`config.mk`:
```
export PLATFORM = sky130hd
export DESIGN_NAME = hsc_cmd_status
export DESIGN_NICKNAME = d
export VERILOG_FILES = /design/src/hsc_pkg.sv /design/src/hsc_cmd_status.sv
export VERILOG_INCLUDE_DIRS = /design/src /design/src/src
export SDC_FILE = /design/constraint.sdc
export NUM_CORES = 1
export LEC_CHECK = 0
export BUFFER_PORTS_ARGS = -buffer_cell sky130_fd_sc_hd__buf_2
export CORE_MARGIN = 2
export CORE_UTILIZATION = 40
export DETAILED_ROUTE_END_ITERATION = 8
export RECOVER_POWER = 25
export SLEW_MARGIN = 20
export SYNTH_ARGS = -nofsm -noshare
export SYNTH_HDL_FRONTEND = slang
export SYNTH_SLANG_ARGS = --single-unit
```
`constraint.sdc`:
```
create_clock -name clk -period 3.44 [get_ports clk]
set_clock_uncertainty 0.05 [all_clocks]
set_input_delay 0.688 -clock clk [delete_from_list [all_inputs] [get_ports clk]]
set_output_delay 0.688 -clock clk [all_outputs]
set_load 0.005 [all_outputs]
```
`src/hsc_params.svh`:
```
// Command codes, field positions, reset values and timing of the hot-swap command logic
`ifndef HSC_PARAMS_SVH
`define HSC_PARAMS_SVH
`define HSC_CMD_OPERATION   8'h01
`define HSC_CMD_CLEAR       8'h03
`define HSC_CMD_CAPABILITY  8'h19
`define HSC_CMD_STATUS_BYTE 8'h78
`define HSC_CMD_STATUS_WORD 8'h79
`define HSC_CMD_STATUS_VOUT 8'h7A
`define HSC_CMD_STATUS_IOUT 8'h7B
`define HSC_CMD_STATUS_IN   8'h7C
`define HSC_CMD_STATUS_MFR  8'h80
`define HSC_CMD_REVISION    8'h98
`define HSC_CMD_MFR_ID      8'h99
`define HSC_CMD_MFR_MODEL   8'h9A
`define HSC_CMD_MFR_REV     8'h9B
`define HSC_CMD_DEV_CFG     8'hD0
`define HSC_CMD_POWER_CYCLE 8'hD1
`define HSC_CMD_PIN1_ALERT  8'hD2
`define HSC_CMD_PIN2_ALERT  8'hD3
`define HSC_OP_ON_BIT       7
`define HSC_CFG_FOLDBACK    0
`define HSC_CFG_GLITCH_LO   1
`define HSC_CFG_WARN2_POL   3
`define HSC_CFG_OP_EN       4
`define HSC_ALR_GPO_MODE    12
`define HSC_ALR_GPO_VAL     13
`define HSC_ALR_SAMPLE_TRIGGER_MODE   14
`define HSC_OP_RESET        8'h80
`define HSC_CFG_RESET       16'h0000
`define HSC_ALR_RESET       16'h0000
`define HSC_CAPABILITY_VAL  8'hB0
`define HSC_REVISION_VAL    8'h11
// Identity strings are arbitrary
`define HSC_MFR_ID_STR      64'h0000000056454E44
`define HSC_MFR_ID_LEN      4'h4
`define HSC_MFR_MODEL_STR   64'h0000004853433031
`define HSC_MFR_MODEL_LEN   4'h5
`define HSC_MFR_REV_STR     64'h0000000000004130
`define HSC_MFR_REV_LEN     4'h2
`define HSC_PCYCLE_S        4
`define HSC_CLK_HZ          10000000
`endif

```
`src/hsc_pkg.sv`:
```
// Types shared by the hot-swap command logic
`default_nettype none
package hsc_pkg;
    typedef struct packed {
        logic [7:0]  addr;
        logic [15:0] data;
    } hsc_cmd_t;

    typedef struct packed {
        logic vin_ov;
        logic vin_uv;
        logic vout_ov;
        logic vout_uv;
        logic iout_oc;
        logic iout_w2;
    } hsc_warn_t;

    typedef struct packed {
        logic      cml;
        logic      ov;
        logic      uv;
        logic      oc;
        hsc_warn_t warn;
    } hsc_flt_t;

    typedef enum logic [1:0] {
        HSC_PC_IDLE = 2'b01,
        HSC_PC_OFF  = 2'b10
    } hsc_pc_t;

    typedef struct packed {
        logic [2:0]       uv_sy;
        logic [2:0]       ov_sy;
        logic [2:0]       cv_sy;
        logic             uv_ok;
        logic             ov_hi;
        logic             cv_lvl;
        logic [7:0]       op;
        logic             clr_armed;
        logic [15:0]      cfg;
        logic [1:0][15:0] acfg;
        hsc_flt_t         flt;
        hsc_cmd_t         pend;
        logic             pend_v;
        hsc_pc_t          pc;
        logic [31:0]      pc_cnt;
        logic [7:0]       last_rd;
        logic [3:0]       blk_idx;
        logic             fet;
        logic [1:0]       p_oe;
        logic             trig;
        logic             nack;
        logic [15:0]      rdata;
    } hsc_state_t;
endpackage
`default_nettype wire

```
`src/hsc_cmd_status.sv`:
```
// Command and status logic of the hot-swap controller
//
// Behaviour
// - Gate drive stays off while undervoltage input shows insufficient supply.
// - Operation set off forces gate drive low whatever the analog side permits.
// - On bit resets to one, so permit, undervoltage and overvoltage inputs control output.
// - Operation writes are refused with nack until config permit bit is set.
// - On bit to zero turns output off; no effect while already off.
// - On bit to one requests turn-on; blocked by undervoltage or overvoltage.
// - Writing on bit zero then one clears all latched fault bits.
// - Status byte and word show whether the output is enabled.
// - Config command holds foldback, glitch filter length, second warning polarity.
// - Power cycle command turns output off about four seconds, then back on.
// - Capability read reports bus speed, error checking and alert support.
// - Identity commands answer block reads: byte count first, then ASCII.
// - Six status registers; byte and word summaries point at four details.
// - Faults come only from overcurrent timeout, overvoltage or undervoltage pins.
// - Warnings come from monitor limits only and never touch the gate.
// - Fault and warning bits latch until cleared; some bits are live.
// - Status word low byte equals status byte; high byte holds pointers.
// - Clear faults clears ended conditions; active ones set again at once.
// - Each multipurpose pin is general output or alert output independently.
// - Alert masks choose source bits and are ignored in output mode.
// - First pin may be sample trigger input; then its masks are ignored.
// - Write with bad error check byte is not executed and sets a flag.
// - Group command writes wait for the bus stop before executing.
`default_nettype none
`include "hsc_params.svh"
module hsc_cmd_status #(
    parameter int unsigned PCYCLE_S      = `HSC_PCYCLE_S,
    parameter int unsigned CLK_HZ        = `HSC_CLK_HZ,
    parameter int unsigned PCYCLE_CYCLES = PCYCLE_S * CLK_HZ
) (
    input  wire logic              clk,
    input  wire logic              resetn,
    input  wire logic [7:0]        addr,
    input  wire logic [15:0]       wdata,
    input  wire logic              wr_strobe,
    input  wire logic              rd_strobe,
    input  wire logic              wr_pec_bad,
    input  wire logic              wr_group,
    input  wire logic              bus_stop,
    output logic      [15:0]       rdata,
    output logic                   wr_nack,
    input  wire logic              undervoltage_input,
    input  wire logic              high_supply_input,
    input  wire logic              hs_permit,
    input  wire logic              oc_timeout,
    input  wire hsc_pkg::hsc_warn_t warn_in,
    output logic                   fet_drive_en,
    output logic                   foldback_en,
    output logic      [1:0]        glitch_sel,
    output logic                   warn2_under,
    input  wire logic              multi_pin_one_in,
    output logic                   multi_pin_one_out,
    output logic                   multi_pin_one_oe,
    output logic                   multi_pin_two_out,
    output logic                   multi_pin_two_oe,
    output logic                   sample_trigger
);
    localparam logic [31:0] PC_LAST = 32'(PCYCLE_CYCLES - 1);

    hsc_pkg::hsc_state_t s;
    hsc_pkg::hsc_state_t next_s;

    function automatic logic [7:0] str_byte(input logic [63:0] str,
                                            input logic [3:0]  len,
                                            input logic [3:0]  idx);
        logic [3:0] pos;
        pos = len - idx;
        str_byte = 8'(str >> {pos, 3'b000});
    endfunction

    hsc_pkg::hsc_cmd_t ex;
    logic              ex_v;
    logic              op_lock;
    logic              clear_req;
    logic              pc_start;
    logic [9:0]        cond;
    logic [7:0]        sbyte;
    logic [7:0]        s_in;
    logic [7:0]        s_vout;
    logic [7:0]        s_iout;
    logic [7:0]        s_mfr;
    logic [15:0]       sword;
    logic [3:0]        idx;
    logic              cv_rise;

    always_comb begin
        next_s = s;
        // Three-stage filters; a level counts once stages two and three agree
        next_s.uv_sy = {s.uv_sy[1:0], undervoltage_input};
        next_s.ov_sy = {s.ov_sy[1:0], high_supply_input};
        next_s.cv_sy = {s.cv_sy[1:0], multi_pin_one_in};
        if (s.uv_sy[1] == s.uv_sy[2]) begin
            next_s.uv_ok = s.uv_sy[2];
        end
        if (s.ov_sy[1] == s.ov_sy[2]) begin
            next_s.ov_hi = s.ov_sy[2];
        end

        cv_rise = 1'b0;
        if (s.cv_sy[1] == s.cv_sy[2]) begin
            next_s.cv_lvl = s.cv_sy[2];
            cv_rise = s.cv_sy[2] & ~s.cv_lvl;
        end

        ex = '{addr: addr, data: wdata};
        ex_v = wr_strobe & ~wr_pec_bad & ~wr_group;
        if (wr_strobe & ~wr_pec_bad & wr_group) begin
            next_s.pend = '{addr: addr, data: wdata};
            next_s.pend_v = 1'b1;
        end
        // A pending write has priority at stop; a plain write in that cycle is dropped
        if (bus_stop & s.pend_v) begin
            ex = s.pend;
            ex_v = 1'b1;
            next_s.pend_v = 1'b0;
        end

        op_lock = ~s.cfg[`HSC_CFG_OP_EN];
        next_s.nack = wr_strobe & ~wr_pec_bad & (addr == `HSC_CMD_OPERATION) & op_lock;

        clear_req = 1'b0;
        pc_start = 1'b0;
        if (ex_v) begin
            case (ex.addr)
                `HSC_CMD_OPERATION: begin
                    if (!op_lock) begin
                        next_s.op = ex.data[7:0];
                        // off then on clears latched faults
                        if (!ex.data[`HSC_OP_ON_BIT]) begin
                            next_s.clr_armed = 1'b1;
                        end else if (s.clr_armed) begin
                            clear_req = 1'b1;
                            next_s.clr_armed = 1'b0;
                        end
                    end
                end
                `HSC_CMD_CLEAR: clear_req = 1'b1;
                `HSC_CMD_DEV_CFG: next_s.cfg = ex.data;
                `HSC_CMD_POWER_CYCLE: pc_start = 1'b1;
                `HSC_CMD_PIN1_ALERT: next_s.acfg[0] = ex.data;
                `HSC_CMD_PIN2_ALERT: next_s.acfg[1] = ex.data;
                default: ;
            endcase
        end

        // fault sources; bad check byte flag
        cond = {wr_strobe & wr_pec_bad, s.ov_hi, ~s.uv_ok, oc_timeout, warn_in};
        // latch; still-active condition wins over clear
        next_s.flt = hsc_pkg::hsc_flt_t'((clear_req ? 10'h000 : 10'(s.flt)) | cond);

        case (s.pc)
            hsc_pkg::HSC_PC_IDLE: begin
                if (pc_start) begin
                    next_s.pc = hsc_pkg::HSC_PC_OFF;
                    next_s.pc_cnt = PC_LAST;
                end
            end
            hsc_pkg::HSC_PC_OFF: begin
                if (s.pc_cnt == 32'h00000000) begin
                    next_s.pc = hsc_pkg::HSC_PC_IDLE;
                end else begin
                    next_s.pc_cnt = s.pc_cnt - 32'h00000001;
                end
            end
            default: next_s.pc = hsc_pkg::HSC_PC_IDLE;
        endcase

        next_s.fet = hs_permit & s.uv_ok & ~s.ov_hi & s.op[`HSC_OP_ON_BIT]
                   & (s.pc == hsc_pkg::HSC_PC_IDLE);

        // detail registers and summaries; off bit
        s_in   = {s.flt.ov, 1'b0, s.flt.warn.vin_ov, s.flt.warn.vin_uv,
                  s.flt.uv, 3'b000};
        s_vout = {1'b0, s.flt.warn.vout_ov, 2'b00, s.flt.warn.vout_uv, 3'b000};
        s_iout = {s.flt.oc, 1'b0, s.flt.warn.iout_oc, 4'h0, s.flt.warn.iout_w2};

        // Live bits: power cycle running, trigger pin level
        s_mfr  = {6'h00, s.pc == hsc_pkg::HSC_PC_OFF, s.cv_lvl};
        sbyte  = {1'b0, ~s.fet, 1'b0, s.flt.oc, s.flt.uv, 1'b0, s.flt.cml,
                  s.flt.ov | (|s.flt.warn)};

        sword  = {s_vout != 8'h00, s_iout != 8'h00, s_in != 8'h00,
                  s_mfr != 8'h00, 4'h0, sbyte};

        // Read port: data only in the cycle after the strobe
        next_s.rdata = 16'h0000;
        idx = 4'h0;
        if (rd_strobe) begin
            next_s.last_rd = addr;
            next_s.blk_idx = 4'h0;
            idx = (addr == s.last_rd) ? s.blk_idx : 4'h0;
            case (addr)
                `HSC_CMD_OPERATION:   next_s.rdata = {8'h00, s.op};
                `HSC_CMD_CAPABILITY:  next_s.rdata = {8'h00, `HSC_CAPABILITY_VAL};
                `HSC_CMD_STATUS_BYTE: next_s.rdata = {8'h00, sbyte};
                `HSC_CMD_STATUS_WORD: next_s.rdata = sword;
                `HSC_CMD_STATUS_VOUT: next_s.rdata = {8'h00, s_vout};
                `HSC_CMD_STATUS_IOUT: next_s.rdata = {8'h00, s_iout};
                `HSC_CMD_STATUS_IN:   next_s.rdata = {8'h00, s_in};
                `HSC_CMD_STATUS_MFR:  next_s.rdata = {8'h00, s_mfr};
                `HSC_CMD_REVISION:    next_s.rdata = {8'h00, `HSC_REVISION_VAL};
                `HSC_CMD_DEV_CFG:     next_s.rdata = s.cfg;
                `HSC_CMD_PIN1_ALERT:  next_s.rdata = s.acfg[0];
                `HSC_CMD_PIN2_ALERT:  next_s.rdata = s.acfg[1];
                // block reads step count, then characters
                `HSC_CMD_MFR_ID: begin
                    next_s.rdata = {8'h00, (idx == 4'h0) ? {4'h0, `HSC_MFR_ID_LEN} :
                        (idx > `HSC_MFR_ID_LEN) ? 8'h00 :
                        str_byte(`HSC_MFR_ID_STR, `HSC_MFR_ID_LEN, idx)};
                    next_s.blk_idx = idx + 4'h1;
                end
                `HSC_CMD_MFR_MODEL: begin
                    next_s.rdata = {8'h00, (idx == 4'h0) ? {4'h0, `HSC_MFR_MODEL_LEN} :
                        (idx > `HSC_MFR_MODEL_LEN) ? 8'h00 :
                        str_byte(`HSC_MFR_MODEL_STR, `HSC_MFR_MODEL_LEN, idx)};
                    next_s.blk_idx = idx + 4'h1;
                end
                `HSC_CMD_MFR_REV: begin
                    next_s.rdata = {8'h00, (idx == 4'h0) ? {4'h0, `HSC_MFR_REV_LEN} :
                        (idx > `HSC_MFR_REV_LEN) ? 8'h00 :
                        str_byte(`HSC_MFR_REV_STR, `HSC_MFR_REV_LEN, idx)};
                    next_s.blk_idx = idx + 4'h1;
                end
                default: next_s.rdata = 16'h0000;
            endcase
        end

        // pin modes, open drain, low means asserted
        for (int p = 0; p < 2; p++) begin
            if (p == 0 && s.acfg[p][`HSC_ALR_SAMPLE_TRIGGER_MODE]) begin
                next_s.p_oe[p] = 1'b0;
            end else if (s.acfg[p][`HSC_ALR_GPO_MODE]) begin
                next_s.p_oe[p] = ~s.acfg[p][`HSC_ALR_GPO_VAL];
            end else begin
                next_s.p_oe[p] = |(10'(s.flt) & s.acfg[p][9:0]);
            end
        end

        next_s.trig = s.acfg[0][`HSC_ALR_SAMPLE_TRIGGER_MODE] & cv_rise;
    end

    always_ff @(posedge clk or negedge resetn) begin
        if (!resetn) begin
            s         <= '0;
            s.op      <= `HSC_OP_RESET;
            s.cfg     <= `HSC_CFG_RESET;
            s.acfg[0] <= `HSC_ALR_RESET;
            s.acfg[1] <= `HSC_ALR_RESET;
            s.pc      <= hsc_pkg::HSC_PC_IDLE;
        end else begin
            s <= next_s;
        end
    end

    assign rdata             = s.rdata;
    assign wr_nack           = s.nack;
    assign fet_drive_en      = s.fet;

    assign foldback_en       = s.cfg[`HSC_CFG_FOLDBACK];
    assign glitch_sel        = s.cfg[`HSC_CFG_GLITCH_LO +: 2];
    assign warn2_under       = s.cfg[`HSC_CFG_WARN2_POL];
    assign multi_pin_one_out = 1'b0;
    assign multi_pin_one_oe  = s.p_oe[0];
    assign multi_pin_two_out = 1'b0;
    assign multi_pin_two_oe  = s.p_oe[1];
    assign sample_trigger    = s.trig;
endmodule
`default_nettype wire

```
==> summary.md <==
• **Sink Count** 171
• **fraction of final layout cells with drive strength greater than 1** 19.2%
• **critical path endpoint category** register
• **count of cells resized by post-cts repair** 0
• **detailed-route vias per instance** 5.46
• **worst-skew pair later-pin latency** 0.43 ns
• **vias in the first global route** 6258
• **initial antenna violation count** 1
• **max-cap violations** 1
• **count of nets left with antenna violations after detail routing** 0
• **die extent in y** 149 µm
• **cell taking the most area after synthesis** dfrtp_1
• **maximum number of pins on one net before global-route repair** 69
• **Yosys warning count** 0
• **sequential cell area in the final layout** 0.00428 mm²
• **power density of the placed cells** 496 mW/mm²
• **setup ws final** 0.532 ns
• **Post-Syn Area per Cell** 10.2 µm²
• **result of the run** finished with violations
• **number of filler instances in the final layout** 1994
• **number of CTS-inserted buffers** 17
• **Port Buffer Count** 66
• **I/O Pins** 69
• **Slowest cell on crit path** or4b_1
• **cts hold-fix bufs** 0
• **category of the most critical setup path** primary input to register
• **Post-Route Setup TNS** 0 ns
• **post-detail-place hpwl** 14900 µm
• **leading cell type by number of instances after synthesis** dfrtp_1
• **Pins Over Slew Limit** 68
• **main flop type after synthesis** dfrtp_1
• **class of the tightest hold or removal check** register to register
• **biggest cell delay along the critical path** 0.48 ns
• **cell class contributing the biggest share of worst-path delay** simple AND/OR/NAND/NOR gates
• **crit path max fanout** 7
• **post-place setup slack** 0.0962 ns
• **Achievable Freq** 0.344 GHz
• **number of setup violations in the final report** 0
• **detailed-route wire length per cell** 17.9 µm
• **TritonCTS clock tree** yes
• **# Post-CTS Setup Buffers** 0
• **area fraction of the dominant cell type after synthesis** 50.0%
• **maximum count of clock buffers along a single path** 2
• **Mapped Cells** 828
• **layout overhead on the synthesized area** 13.6%
• **maximum resistive drop on vdd** 0.340 mV
• **number of flops mapped to enable cells by yosys** 0
• **sequence of cells on the critical path** buf_2 > xnor2_1 > nand4_1 > nor2_1 > nand2_1 > ha_1 > nor3_1 > a31oi_1 > or4b_1 > nor4bb_1 > a21oi_1
• **floorplan core area** 0.0209 mm²
• **static leakage** 4.07 nW
• **aggregate routed wire length** 20900 µm
• **cell at the root of the clock tree** clkbuf_16
• **clock transition at the registers of the reported paths** 0.06 ns
• **kind of launch point of the worst setup path** primary input
• **Worst Max-Slew Pin Slew** 1.80 ns
• **arrival time of data at the critical path endpoint** 3.21 ns
• **total DRC errors in the routed layout** 0
• **share of flip-flops with an asynchronous set or reset after synthesis** 100%
• **net count reported at finish** 930
• **unrepaired setup endpoints after global routing** false
• **H-Tree Level Count** 4
• **number of iterations in the first detailed-routing pass** 5
• **Initial Utilization** 40.5%
• **# rows** 53
• **first-pass GRT wire length** 34300 µm
• **number of distinct library cell variants in the gate-level netlist after synthesis** 74
• **Final Hold Fails** 0
• **GRT Residual Overflow** 0
• **post-route clock period utilization** 84.5%
• **summed instance area of the synthesized netlist** 0.00847 mm²
• **final critical-path required period** 2.91 ns
• **top post-synthesis cells by count** dfrtp_1 (169), nand2_1 (95), nor2_1 (61)
• **die area** 0.0223 mm²
• **sequential fraction of the synthesis area** 50.6%
• **failing checks** capacitance limit, slew limit
• **gpl congestion** 0.883
• **flip-flop and latch count after synthesis** 171
• **width of the die** 149 µm
• **area of the multi-input gates** 0.00381 mm²
• **Synth area leaders** dfrtp_1 (50%), mux2_2 (4.4%), mux2i_1 (4.4%)
• **Critical Path RT** 3.74 ns
• **buffers plus inverters on the worst setup path** 1
• **count of vias placed by the detailed router** 6370
• **slew margin rel.** -20.2%
• **violation count after the first detailed-route iteration** 447
• **global-route total usage across every layer** 19.8%
flip-flops by register name (all words and copies together) (netlist names), 2 cells and up:
signal,flops
next_s,6
s,139
rdata,16
glitch_sel,2
per-stage QoR:
step	power [mW]	utilization, %	cell area (µm²)	std cells	hold slack [ns]
6_report	4.77	46.0	9620	1167	0.296
3_5_place_dp	2.91	43.3	9040	1134	0.286
5_1_grt	4.99	46.0	9610	1166	0.293
4_1_cts	4.81	46.1	9620	1166	0.238
2_1_floorplan	2.67	-	8470	829	0.281
3_3_place_gp	2.89	43.3	9040	1134	0.285
kinds of logic after synthesis:
kind of cell / Yosys count / synth area share, %
AOI/OAI and AO/OA: 180 / 13.3
xor gates and xnor gates: 28 / 2.90
adders and majority gates: 13 / 1.83
and+or+nand+nor: 286 / 17.8
muxes: 71 / 8.90
DFF: 171 / 50.6
other: 1 / 0.0443
buffers and inverters: 78 / 4.58
where the power goes:
| part | switching (mW) | internal (mW) | leakage (nW) | total [mW] |
|---|---|---|---|---|
| clock | 0.796 | 1.11 | 0.278 | 1.91 |
| combinational | 0.313 | 0.249 | 1.73 | 0.562 |
| sequential | 0.124 | 2.18 | 2.07 | 2.30 |
| total | 1.23 | 3.54 | 4.07 | 4.77 |
metal layers:
layer  wire [µm]  GRT usage (%)  up-vias
met3        1030           4.21       29
met5           0              0        -
met1       10400           29.6     3123
met4         335           5.90        0
met2        9120           28.7      160
li1            -              -     3058
final timing paths:
| path | from | end | slack (ns) | depth (start not counted) |
|---|---|---|---|---|
| max reg2reg | s[31]$_DFFE_PN0P_ | rdata[4]$_DFF_PN0_ | 0.57 | 10 |
| max | addr[5] | rdata[4]$_DFF_PN0_ | 0.53 | 11 |
| min reg2reg | next_s[163]$_DFF_PN0_ | next_s[164]$_DFF_PN0_ | 0.30 | 0 |
| max in group asynchronous | resetn | s[53]$_DFFE_PN0P_ | 1.49 | 2 |
| min in group asynchronous | resetn | s[26]$_DFFE_PN0P_ | 0.68 | 1 |
| min | next_s[163]$_DFF_PN0_ | next_s[164]$_DFF_PN0_ | 0.30 | 0 |
placed cells by master (no fill, tap or decap), drive strengths merged, types with 4 or more instances in the layout:
cell	n
buf	88
nor4	19
a31oi	5
and3	9
o21ai	71
mux2	34
nor2	61
clkinv	5
nand4	5
or4	4
or3	10
inv	18
and2	6
o41ai	4
xor2	9
a22oi	12
and4	5
nand3	18
a21oi	48
nand2b	4
nor3	18
clkbuf	25
ha	10
nand3b	8
nand2	95
nor4bb	4
a21o	8
mux2i	37
dfrtp	169
nor2b	4
xnor2	19
nand4b	5
layout make-up:
type	count	area share [%]
antenna	1	0.0260
sequential	171	44.5
inverter	18	0.703
clock buffer	23	4.87
multi-input combinational	580	39.7
clock inverter	9	1.20
timing repair buffer	90	5.43
tap	275	3.58
(Power assumes the default switching activity.)
